## src/hdl/sps_pkg.sv

```systemverilog
// Package for the supply mode sequencer: register map, fields, timings,
// mode encoding and the struct carriers.
// Assumes a 125 MHz system clock and 32-bit APB.
package sps_pkg;

    // Clock rate and timing
    localparam int unsigned CLK_HZ = 125000000;
    localparam int unsigned WD_WINDOW_MS = 350;
    localparam int unsigned RST_HOLD_MS = 100;
    localparam int unsigned WD_WINDOW_CYC = WD_WINDOW_MS * (CLK_HZ / 1000);
    localparam int unsigned RST_HOLD_CYC = RST_HOLD_MS * (CLK_HZ / 1000);
    localparam int unsigned CNT_W = 26;

    // Register byte offsets
    localparam logic [7:0] OFF_WD_TIMING = 8'h00;
    localparam logic [7:0] OFF_CTRL = 8'h04;
    localparam logic [7:0] OFF_STATUS = 8'h08;
    localparam logic [7:0] OFF_MASK = 8'h0C;
    localparam logic [7:0] OFF_MODE = 8'h10;
    localparam logic [7:0] OFF_SRC = 8'h14;

    // Control register fields
    localparam int unsigned CTRL_SLEEP_SEL_BIT = 0;
    localparam int unsigned CTRL_BATT_FAIL_CLR_BIT = 1;

    // Interrupt bit positions
    localparam int unsigned IRQ_CAN_FAIL_BIT = 0;
    localparam int unsigned IRQ_TEMP_WARN_BIT = 1;
    localparam int unsigned IRQ_HS_OVERTEMP_BIT = 2;
    localparam int unsigned IRQ_SUPLOW_BIT = 3;
    localparam int unsigned IRQ_W = 4;

    // Reset values
    localparam logic [3:0] MASK_RST = 4'h0;
    localparam logic [1:0] CTRL_RST = 2'h0;
    localparam logic BATT_FAIL_RST = 1'b1;
    // Main regulator on, aux off, transceiver on
    localparam logic [2:0] POWER_RST = 3'h5;

    // Operating modes
    typedef enum logic [2:0] {
        MODE_NORMAL_REQ = 3'b000,
        MODE_NORMAL = 3'b001,
        MODE_RESET_STOP = 3'b010,
        MODE_RESET_SLEEP = 3'b011,
        MODE_SLEEP = 3'b100,
        MODE_WD_RESET = 3'b101
    } sps_mode_t;

    // Raw fault inputs grouped
    typedef struct packed {
        logic supply_low;
        logic high_side_overtemp;
        logic main_reg_temp_warning;
        logic can_failure;
    } sps_fault_t;

    // Regulator and transceiver enables
    typedef struct packed {
        logic main_reg_en;
        logic aux_regulator_en;
        logic transmit_receive_mode;
    } sps_power_t;

endpackage

```

## src/hdl/sps_sequencer.sv

```systemverilog
// Mode sequencer of a system basis chip with APB register slave.
// Assumes APB master on clk, fault and supply inputs asynchronous.
//
// What this block does
// Power-up enters Normal Request, transceiver on, main on, aux off.
// No watchdog write in 350 ms of Normal Request causes reset, retry.
// Watchdog flag held low in Normal Request before the first write.
// Watchdog write enters Normal: aux on, flag released, reset high.
// Missed refresh in Normal asserts reset, returns to Normal Request.
// Undervoltage with Stop selected: Reset mode, reset low, flag high.
// Stop-selected undervoltage also drives interrupt low in Reset mode.
// Overload removed: restart in Normal Request.
// Sleep selected, battery flag cleared: hold Reset for 100 ms.
// After that 100 ms hold, Sleep with both regulators off.
// During the 100 ms hold reset and interrupt low, flag high.
// Four status bits read one while their condition is present.
// Interrupt output low when a masked-in condition is set.
// Status clears only after source read and condition recovered.
// Windows timed by internal counters restarted at mode entry.
//
// The address map and register access over APB are this design's own decisions.
`timescale 1ns/100ps
module sps_sequencer
(
    input wire logic clk, // Block clock, 125 MHz
    input wire logic srst, // Synchronous reset, power-up
    input wire logic psel, // APB select
    input wire logic penable, // APB enable
    input wire logic pwrite, // APB write
    input wire logic [7:0] paddr, // APB byte address
    input wire logic [31:0] pwdata, // APB write data
    output logic [31:0] prdata, // APB read data
    output logic pready, // APB ready
    output logic pslverr, // APB error
    input wire sps_pkg::sps_fault_t fault_in, // Raw fault levels
    input wire logic main_uv_in, // Main supply undervoltage
    output logic reset_out_n, // Active-low reset pin
    output logic irq_out_n, // Active-low interrupt pin
    output logic watchdog_flag_out_n, // Active-low watchdog flag
    output sps_pkg::sps_power_t power_out // Regulator enables
);

    ////////////////////////////////////////////////////////////////////
    // Input synchronisers
    logic [4:0] raw_w;
    logic [4:0] sync_w;
    assign raw_w = {main_uv_in, fault_in};

    genvar gi;
    generate
        for (gi = 0; gi < 5; gi++)
        begin : g_sync
            sps_sync u_sync
            (
                .clk(clk),
                .srst(srst),
                .d(raw_w[gi]),
                .q(sync_w[gi])
            );
        end
    endgenerate

    logic uv_s;
    logic [3:0] cond_s;
    assign uv_s = sync_w[4];
    assign cond_s = sync_w[3:0];

    ////////////////////////////////////////////////////////////////////
    // APB decode
    logic acc_w;
    logic wr_w;
    logic rd_w;
    logic hit_w;
    assign acc_w = psel && penable;
    assign wr_w = acc_w && pwrite;
    assign rd_w = acc_w && !pwrite;
    assign hit_w = paddr == sps_pkg::OFF_WD_TIMING
        || paddr == sps_pkg::OFF_CTRL || paddr == sps_pkg::OFF_STATUS
        || paddr == sps_pkg::OFF_MASK || paddr == sps_pkg::OFF_MODE
        || paddr == sps_pkg::OFF_SRC;

    logic wd_write_w;
    assign wd_write_w = wr_w && paddr == sps_pkg::OFF_WD_TIMING;

    ////////////////////////////////////////////////////////////////////
    // Control, mask and battery-fail registers
    logic [1:0] ctrl_r;
    logic [3:0] mask_r;
    logic battery_fail_flag_r;

    always_ff @(posedge clk)
    begin
        if (srst)
        begin
            ctrl_r <= sps_pkg::CTRL_RST;
            mask_r <= sps_pkg::MASK_RST;
        end
        else if (wr_w && paddr == sps_pkg::OFF_CTRL)
            ctrl_r <= pwdata[1:0];
        else if (wr_w && paddr == sps_pkg::OFF_MASK)
            mask_r <= pwdata[3:0];
    end

    // Battery-fail is set at power-up; writing one to its bit clears it
    always_ff @(posedge clk)
    begin
        if (srst)
            battery_fail_flag_r <= sps_pkg::BATT_FAIL_RST;
        else if (wr_w && paddr == sps_pkg::OFF_CTRL
                 && pwdata[sps_pkg::CTRL_BATT_FAIL_CLR_BIT])
            battery_fail_flag_r <= 1'b0;
    end

    ////////////////////////////////////////////////////////////////////
    // Latched source flags and interrupt status
    logic [3:0] src_r;
    logic [3:0] status_r;
    logic src_rd_w;
    assign src_rd_w = rd_w && paddr == sps_pkg::OFF_SRC;

    // Latch sets win over the read clear, so a live fault is never lost
    always_ff @(posedge clk)
    begin
        if (srst)
            src_r <= '0;
        else if (src_rd_w)
            src_r <= cond_s;
        else
            src_r <= src_r | cond_s;
    end

    // Status mirrors the latch and live conditions; a W1C write leaves it unchanged
    always_ff @(posedge clk)
    begin
        if (srst)
            status_r <= '0;
        else if (wr_w && paddr == sps_pkg::OFF_STATUS)
            status_r <= (src_r | cond_s) | (status_r & ~pwdata[3:0]
                        & (src_r | cond_s));
        else
            status_r <= src_r | cond_s;
    end

    ////////////////////////////////////////////////////////////////////
    // Mode state machine
    sps_pkg::sps_mode_t mode_r;
    sps_pkg::sps_mode_t mode_nxt;
    logic enter_w;
    logic wd_exp;
    logic hold_exp;

    assign enter_w = mode_nxt != mode_r || srst;

    always_comb
    begin
        mode_nxt = mode_r;
        case (mode_r)
            sps_pkg::MODE_NORMAL_REQ, sps_pkg::MODE_NORMAL:
            begin
                if (uv_s && ctrl_r[sps_pkg::CTRL_SLEEP_SEL_BIT]
                    && !battery_fail_flag_r)
                    mode_nxt = sps_pkg::MODE_RESET_SLEEP;
                else if (uv_s)
                    mode_nxt = sps_pkg::MODE_RESET_STOP;
                else if (wd_write_w)
                    mode_nxt = sps_pkg::MODE_NORMAL;
                else if (wd_exp)
                    mode_nxt = sps_pkg::MODE_WD_RESET;
            end
            sps_pkg::MODE_WD_RESET:
                mode_nxt = sps_pkg::MODE_NORMAL_REQ;
            sps_pkg::MODE_RESET_STOP:
            begin
                if (!uv_s)
                    mode_nxt = sps_pkg::MODE_NORMAL_REQ;
            end
            sps_pkg::MODE_RESET_SLEEP:
            begin
                if (hold_exp)
                    mode_nxt = sps_pkg::MODE_SLEEP;
            end
            sps_pkg::MODE_SLEEP:
                mode_nxt = sps_pkg::MODE_SLEEP;
            default:
                mode_nxt = sps_pkg::MODE_NORMAL_REQ;
        endcase
    end

    always_ff @(posedge clk)
    begin
        if (srst)
            mode_r <= sps_pkg::MODE_NORMAL_REQ;
        else
            mode_r <= mode_nxt;
    end

    ////////////////////////////////////////////////////////////////////
    // Timers restarted on mode entry; refresh also restarts the window
    logic in_wd_mode_w;
    assign in_wd_mode_w = mode_r == sps_pkg::MODE_NORMAL_REQ
        || mode_r == sps_pkg::MODE_NORMAL;

    sps_timer u_wd_timer
    (
        .clk(clk),
        .srst(srst),
        .start(enter_w || wd_write_w),
        .run(in_wd_mode_w),
        .load(sps_pkg::CNT_W'(sps_pkg::WD_WINDOW_CYC)),
        .expired(wd_exp)
    );

    sps_timer u_hold_timer
    (
        .clk(clk),
        .srst(srst),
        .start(enter_w),
        .run(mode_r == sps_pkg::MODE_RESET_SLEEP),
        .load(sps_pkg::CNT_W'(sps_pkg::RST_HOLD_CYC)),
        .expired(hold_exp)
    );

    ////////////////////////////////////////////////////////////////////
    // Pin outputs, registered from the next mode
    logic irq_any_w;
    assign irq_any_w = |(status_r & mask_r);

    always_ff @(posedge clk)
    begin
        if (srst)
        begin
            reset_out_n <= 1'b0;
            watchdog_flag_out_n <= 1'b0;
            irq_out_n <= 1'b1;
            power_out <= sps_pkg::POWER_RST;
        end
        else
        begin
            reset_out_n <= mode_nxt == sps_pkg::MODE_NORMAL;
            watchdog_flag_out_n <= mode_nxt != sps_pkg::MODE_NORMAL_REQ
                && mode_nxt != sps_pkg::MODE_WD_RESET;
            irq_out_n <= !(irq_any_w
                || mode_nxt == sps_pkg::MODE_RESET_STOP
                || mode_nxt == sps_pkg::MODE_RESET_SLEEP);
            power_out.main_reg_en <= mode_nxt != sps_pkg::MODE_SLEEP;
            power_out.aux_regulator_en <=
                mode_nxt == sps_pkg::MODE_NORMAL;
            power_out.transmit_receive_mode <=
                mode_nxt != sps_pkg::MODE_SLEEP;
        end
    end

    ////////////////////////////////////////////////////////////////////
    // APB answer: zero wait states, error on unmapped address
    always_ff @(posedge clk)
    begin
        if (srst)
        begin
            prdata <= '0;
            pready <= 1'b0;
            pslverr <= 1'b0;
        end
        else
        begin
            pready <= psel && !penable;
            pslverr <= psel && !penable && !hit_w;
            case (paddr)
                sps_pkg::OFF_CTRL: prdata <= {29'h0, battery_fail_flag_r,
                                              ctrl_r};
                sps_pkg::OFF_STATUS: prdata <= {28'h0, status_r};
                sps_pkg::OFF_MASK: prdata <= {28'h0, mask_r};
                sps_pkg::OFF_MODE: prdata <= {29'h0, mode_r};
                sps_pkg::OFF_SRC: prdata <= {28'h0, src_r};
                default: prdata <= 32'h0;
            endcase
        end
    end

    ////////////////////////////////////////////////////////////////////
    // Checks
    a_wd_flag_low: assert property (@(posedge clk)
        disable iff (srst) mode_r == sps_pkg::MODE_NORMAL_REQ
        ##1 mode_r == sps_pkg::MODE_NORMAL_REQ |-> !watchdog_flag_out_n)
        else $error("flag high in normal request");
    a_wd_write_normal: assert property (@(posedge clk)
        disable iff (srst) wd_write_w && in_wd_mode_w && !uv_s
        |=> mode_r == sps_pkg::MODE_NORMAL && reset_out_n
        && power_out.aux_regulator_en)
        else $error("write did not enter normal");
    a_wd_expire_rst: assert property (@(posedge clk)
        disable iff (srst) wd_exp && in_wd_mode_w && !uv_s && !wd_write_w
        |=> !reset_out_n ##1 mode_r == sps_pkg::MODE_NORMAL_REQ)
        else $error("expiry did not reset");
    a_stop_uv_pins: assert property (@(posedge clk)
        disable iff (srst) mode_r == sps_pkg::MODE_RESET_STOP
        && $past(mode_r) == sps_pkg::MODE_RESET_STOP
        |-> !reset_out_n && !irq_out_n && watchdog_flag_out_n)
        else $error("stop reset pins wrong");
    a_stop_recover: assert property (@(posedge clk)
        disable iff (srst) mode_r == sps_pkg::MODE_RESET_STOP && !uv_s
        |=> mode_r == sps_pkg::MODE_NORMAL_REQ)
        else $error("no restart after overload");
    a_sleep_entry: assert property (@(posedge clk)
        disable iff (srst) hold_exp && mode_r == sps_pkg::MODE_RESET_SLEEP
        |=> mode_r == sps_pkg::MODE_SLEEP ##1 !power_out.main_reg_en
        && !power_out.aux_regulator_en)
        else $error("sleep entry wrong");
    // Whole hold, not only its first cycle
    a_hold_pins: assert property (@(posedge clk)
        disable iff (srst) mode_r == sps_pkg::MODE_RESET_SLEEP
        |-> !reset_out_n && !irq_out_n && watchdog_flag_out_n)
        else $error("hold pins wrong");
    a_irq_mask: assert property (@(posedge clk)
        disable iff (srst) |(status_r & mask_r) |=> !irq_out_n)
        else $error("masked irq not driven");
    // Every live condition shows in status one edge later
    a_status_live: assert property (@(posedge clk)
        disable iff (srst) |cond_s
        |=> (status_r & $past(cond_s)) == $past(cond_s))
        else $error("status missed condition");

endmodule

```

## src/hdl/sps_sync.sv

```systemverilog
// Two-flop synchroniser for one level from outside the clock domain.
// Assumes clk is the block clock and srst is synchronous active high.
`timescale 1ns/100ps
module sps_sync
(
    input wire logic clk, // Block clock
    input wire logic srst, // Synchronous reset
    input wire logic d, // Asynchronous level
    output logic q // Synchronised level
);

    logic meta_r;

    // First flop feeds only the second one
    always_ff @(posedge clk)
    begin
        if (srst)
        begin
            meta_r <= 1'b0;
            q <= 1'b0;
        end
        else
        begin
            meta_r <= d;
            q <= meta_r;
        end
    end

endmodule

```

## src/hdl/sps_timer.sv

```systemverilog
// Down-counting mode timer with restart and one-cycle expiry pulse.
// Assumes a single clock; load value is given at restart.
`timescale 1ns/100ps
module sps_timer
(
    input wire logic clk, // Block clock
    input wire logic srst, // Synchronous reset
    input wire logic start, // Restart the count
    input wire logic run, // Count while high
    input wire logic [sps_pkg::CNT_W-1:0] load, // Cycles to time
    output logic expired // Pulse when count ends
);

    logic [sps_pkg::CNT_W-1:0] cnt_r;
    logic active_r;

    // Counter reloads on every restart so a new mode gets a full window
    always_ff @(posedge clk)
    begin
        if (srst)
        begin
            // Reset is a mode entry too, so the window runs from release
            cnt_r <= load - 1'b1;
            active_r <= 1'b1;
            expired <= 1'b0;
        end
        else if (start)
        begin
            cnt_r <= load - 1'b1;
            active_r <= 1'b1;
            expired <= 1'b0;
        end
        else if (!run)
        begin
            active_r <= 1'b0;
            expired <= 1'b0;
        end
        else if (active_r && cnt_r == '0)
        begin
            active_r <= 1'b0;
            expired <= 1'b1;
        end
        else
        begin
            cnt_r <= active_r ? cnt_r - 1'b1 : cnt_r;
            expired <= 1'b0;
        end
    end

endmodule

```

## config.mk

```make
export PLATFORM = sky130hd
export DESIGN_NAME = sps_sequencer
export DESIGN_NICKNAME = d
export VERILOG_FILES = /design/src/hdl/sps_pkg.sv /design/src/hdl/sps_sequencer.sv /design/src/hdl/sps_sync.sv /design/src/hdl/sps_timer.sv
export SDC_FILE = /design/constraint.sdc
export NUM_CORES = 1
export LEC_CHECK = 0
export BUFFER_PORTS_ARGS = -buffer_cell sky130_fd_sc_hd__buf_2
export CAP_MARGIN = 20
export CORE_MARGIN = 4
export CORE_UTILIZATION = 25
export CTS_BUF_LIST = sky130_fd_sc_hd__clkbuf_4 sky130_fd_sc_hd__clkbuf_8
export DETAILED_ROUTE_END_ITERATION = 10
export PLACE_DENSITY = 0.47
export SYNTH_ARGS = -nofsm -noshare
export SYNTH_HDL_FRONTEND = slang
export SYNTH_HIERARCHICAL = 1
export SYNTH_SLANG_ARGS = --single-unit
```

## constraint.sdc

```tcl
create_clock -name clk -period 5.3 [get_ports clk]
set_input_delay 0.795 -clock clk [delete_from_list [all_inputs] [get_ports clk]]
set_output_delay 0.795 -clock clk [all_outputs]
set_load 0.01 [all_outputs]
```

==> impl_summary.txt <==
----------------------------------------------------
[Status]
  Run status ... completed

[Worst setup path]
  Critical path startpoint category ... flop
  CP Capture Type ... flop
  R2R cell count ... 4
  Crit-path max FO ... 26
  Crit path required time ... roughly 5300 ps
  Critical Setup Path Class ... reg2reg
  Arrival @ worst endpoint ... 2950 ps

[Timing]
  Final Hold Violating Endpoints ... 0
  RSZ-0062 raised after global routing ... false
  Fin Setup TNS ... 0 ps
  Worst slew margin relative to its limit ... slightly above 40%
  Fraction of the cycle the final worst path needs ... between 50% and 60%
  Highest attainable clock frequency ... between 300 and 400 MHz
  Final number of setup-violating endpoints ... 0
  Crit path time final ... roughly 2900 ps
  Final count of pins violating max slew ... 0
  Worst-margin pin slew ... slightly below 900 ps
  Clock skew ... approximately 15 ps

[Floorplan]
  Placement Rows ... 56
  Area of the die ... 26900 sq um
  Effective utilization at floorplan ... 25.6%
  Width of the chip ... 164 microns
  Placeable core region ... around 24000 sq um
  Height of the die ... between 150 and 200 microns
  I/O pin count ... 90

[Yosys]
  Post-synthesis cell count ... 614
  Synthesized area divided by synthesized cell count ... a little under 10 sq um
  Number of synthesized flops with an enable pin ... 52
  Biggest area contributors in the synthesized netlist ... sky130_fd_sc_hd__edfxtp_1, sky130_fd_sc_hd__dfxtp_1, sky130_fd_sc_hd__xnor2_1, sky130_fd_sc_hd__mux2i_1, sky130_fd_sc_hd__xor2_1
  Distinct cell type count of the synthesized netlist ... 74
  Share of synthesized registers carrying an async set or reset ... 0%
  Area fraction of the dominant cell type after synthesis ... 25.6%
  Sequential cell area fraction in the yosys report ... between 30 and 40%
  Cell taking the most area after synthesis ... sky130_fd_sc_hd__edfxtp_1
  Dominant register cell in the synthesized netlist ... sky130_fd_sc_hd__edfxtp_1
  Synth Cell Area ... approximately 6100 sq um
  #FFs+latches synth ... 94
  Count of synthesis-stage warnings from yosys ... 6

[Finish]
  Layout Nets ... around 860
  Area delta synth->final ... 20.2%
  Final design utilization ... 30.8%
  Count of inserted antenna diode cells ... 0
  Commonest cells after routing, fill and taps aside ... sky130_fd_sc_hd__conb_1, sky130_fd_sc_hd__nor2_1, sky130_fd_sc_hd__xnor2_1, sky130_fd_sc_hd__edfxtp_1
  Number of filler instances in the final layout ... ~2500
  Fraction of final layout cells with drive strength greater than 1 ... a little under an eighth
  Cell area after layout ... around 7300 sq um
  Most common cell after layout, fill and taps aside ... sky130_fd_sc_hd__conb_1

[Clock tree]
  Clock network latency to the later pin of the worst-skew pair ... approximately 380 ps
  H-tree level count ... 3
  Number of gates resized after cts ... 0
  Number of sinks driven by the clock tree ... 94
  Clock slew at the register clock pins of the worst setup and hold paths ... between 100 and 150 ps
  Total setup buffers inserted after CTS ... 0
  Number of buffers inserted during clock tree synthesis ... 9
  Number of hold buffers added after cts ... 0
  Clock tree from TritonCTS ... yes
  Maximum number of buffers from clock root to sink ... 2
  Clock Root Buffer ... sky130_fd_sc_hd__clkbuf_8

[Drt]
  Count of nets left with antenna violations after detail routing ... 0
  Final wirelength ... approximately 12000 microns
  DR iter-0 viols ... between 150 and 200
  Post-route DRC ... 0
  Via/cell ratio ... between 3 and 4
  Number of iterations in the first detailed-routing pass ... 4
  Post-DR wirelength/cell ... roughly 11 microns
  Via count ... between 4000 and 5000

[Min path]
  WHS Path Cells ... 1
  Hold Path Class ... reg2reg

[Power]
  Worst IR Drop VDD ... ~0.12 mV
  Post-layout power ... 0.00161 W
  Power Dens Cells ... ~220 nW/um^2
  LEAKAGE ... between 2 and 3 nW

[Placement]
  Number of buffers inserted by port buffering ... 33
  DPL Wire Length ... 8750 microns
  Final weighted congestion in routability-driven placement ... 0.736
  Cell area after placement ... around 7100 sq um

[Global route]
  Overall track demand over capacity in global routing ... 9.52%
  Pin count of the biggest net entering global routing ... 40
  Number of antenna violations at the first check in global routing ... 0
  Wire length of the first global-routing pass ... 20600 microns
  Grt ovf ... 0
  Number of global-route vias before repair ... roughly 4200

[Job]
  Total of max-cap violations ... 0

----------------------------------------------------
## worst max-delay path, stage by stage, from the launching register on
cell	delay, ps
sky130_fd_sc_hd__edfxtp_1	450
sky130_fd_sc_hd__or3_1	460
sky130_fd_sc_hd__or4_4	560
sky130_fd_sc_hd__nor4_1	700
sky130_fd_sc_hd__o21ai_4	380
## per-stage QoR
stage | setup slack, ps | hold WS (ps) | std cells
detailed placement | 2000 | 432 | 1117
global route | 2160 | 477 | 1133
finish | 2390 | 449 | 1133
CTS | 2360 | 457 | 1133
global placement | 2000 | 437 | 1117
floorplan | 1570 | 414 | 813
## layout make-up
type / count / area (sq um) / share of cell area, %
Clock inverter: 7 / 70.1 / 0.957
Tap cell: 319 / 399 / 5.45
Timing Repair Buffer: 36 / 188 / 2.56
Clock buffer: 9 / 124 / 1.69
Multi-Input combinational cell: 657 / 4100 / 56.0
Sequential cell: 94 / 2400 / 32.8
Inverter: 11 / 41.3 / 0.564
## worst paths after layout
check | from | end | slack [ps]
max | u_wd_timer/cnt_r[16]$_DFFE_PP_ | u_wd_timer/cnt_r[15]$_DFFE_PP_ | 2390
min | g_sync[1].u_sync/meta_r$_SDFF_PP0_ | g_sync[1].u_sync/q$_SDFF_PP0_ | 450
max reg2reg | u_wd_timer/cnt_r[16]$_DFFE_PP_ | u_wd_timer/cnt_r[15]$_DFFE_PP_ | 2390
min reg2reg | g_sync[1].u_sync/meta_r$_SDFF_PP0_ | g_sync[1].u_sync/q$_SDFF_PP0_ | 450
## synthesized netlist by cell type (3+ instances only)
| cell | instances |
|---|---|
| sky130_fd_sc_hd__nor2_1 | 63 |
| sky130_fd_sc_hd__xnor2_1 | 60 |
| sky130_fd_sc_hd__edfxtp_1 | 52 |
| sky130_fd_sc_hd__dfxtp_1 | 42 |
| sky130_fd_sc_hd__mux2i_1 | 42 |
| sky130_fd_sc_hd__nand2_1 | 38 |
| sky130_fd_sc_hd__buf_4 | 31 |
| sky130_fd_sc_hd__nor3_1 | 29 |
| sky130_fd_sc_hd__xor2_1 | 28 |
| sky130_fd_sc_hd__nor4_1 | 19 |
| sky130_fd_sc_hd__or3_1 | 15 |
| sky130_fd_sc_hd__o21ai_0 | 14 |
| sky130_fd_sc_hd__clkbuf_1 | 11 |
| sky130_fd_sc_hd__inv_1 | 11 |
| sky130_fd_sc_hd__nand3_1 | 11 |
| sky130_fd_sc_hd__nor2b_1 | 11 |
| sky130_fd_sc_hd__nor4_2 | 10 |
| sky130_fd_sc_hd__a21oi_1 | 7 |
| sky130_fd_sc_hd__nand4_1 | 7 |
| sky130_fd_sc_hd__a31oi_1 | 6 |
| sky130_fd_sc_hd__and2_1 | 6 |
| sky130_fd_sc_hd__o21a_1 | 6 |
| sky130_fd_sc_hd__buf_2 | 5 |
| sky130_fd_sc_hd__ha_1 | 5 |
| sky130_fd_sc_hd__nand2b_1 | 5 |
| sky130_fd_sc_hd__nor4_4 | 5 |
| sky130_fd_sc_hd__o22ai_1 | 4 |
| sky130_fd_sc_hd__or4_4 | 4 |
| sky130_fd_sc_hd__a21boi_0 | 3 |
| sky130_fd_sc_hd__a32oi_1 | 3 |
| sky130_fd_sc_hd__buf_1 | 3 |
| sky130_fd_sc_hd__nor3b_1 | 3 |
| sky130_fd_sc_hd__nor4b_2 | 3 |
## kinds of logic after synthesis
group / Yosys count / share of synthesized area [%]
AO/OA/AOI/OAI: 61 / 7.19
XOR/XNOR: 88 / 12.7
buffers and inverters: 62 / 5.96
AND/OR/NAND/NOR: 257 / 26.2
flip-flops: 94 / 39.4
adder cells (fa/ha/maj): 5 / 1.03
multiplexers: 45 / 7.46
other: 2 / 0.123
## report_power, final
| part | internal, W | leakage (nW) | switching, W |
|---|---|---|---|
| registers | 0.000836 | 0.885 | 0.0000554 |
| logic | 0.000101 | 1.85 | 0.000135 |
| clock network | 0.000186 | 0.101 | 0.000299 |
| total | 0.00112 | 2.84 | 0.000489 |
## layer usage
layer | part of all wire [%] | global-route usage [%]
met4 | 2.1 | 3.96
met3 | 3.4 | 1.48
met1 | 48 | 12.6
met2 | 46 | 15.5
met5 | 0 | 0
## sequential cells by signal (all words and copies together), names as in the netlist, 2 cells and up
name                  flops
prdata                    4
u_hold_timer/cnt_r       26
src_r                     4
mode_r                    3
power_out                 2
u_wd_timer/cnt_r         26
ctrl_r                    2
mask_r                    4
g_sync.u_sync/meta_r      5
status_r                  4
g_sync.u_sync/q           5
Power figures use the tool's default switching activity.
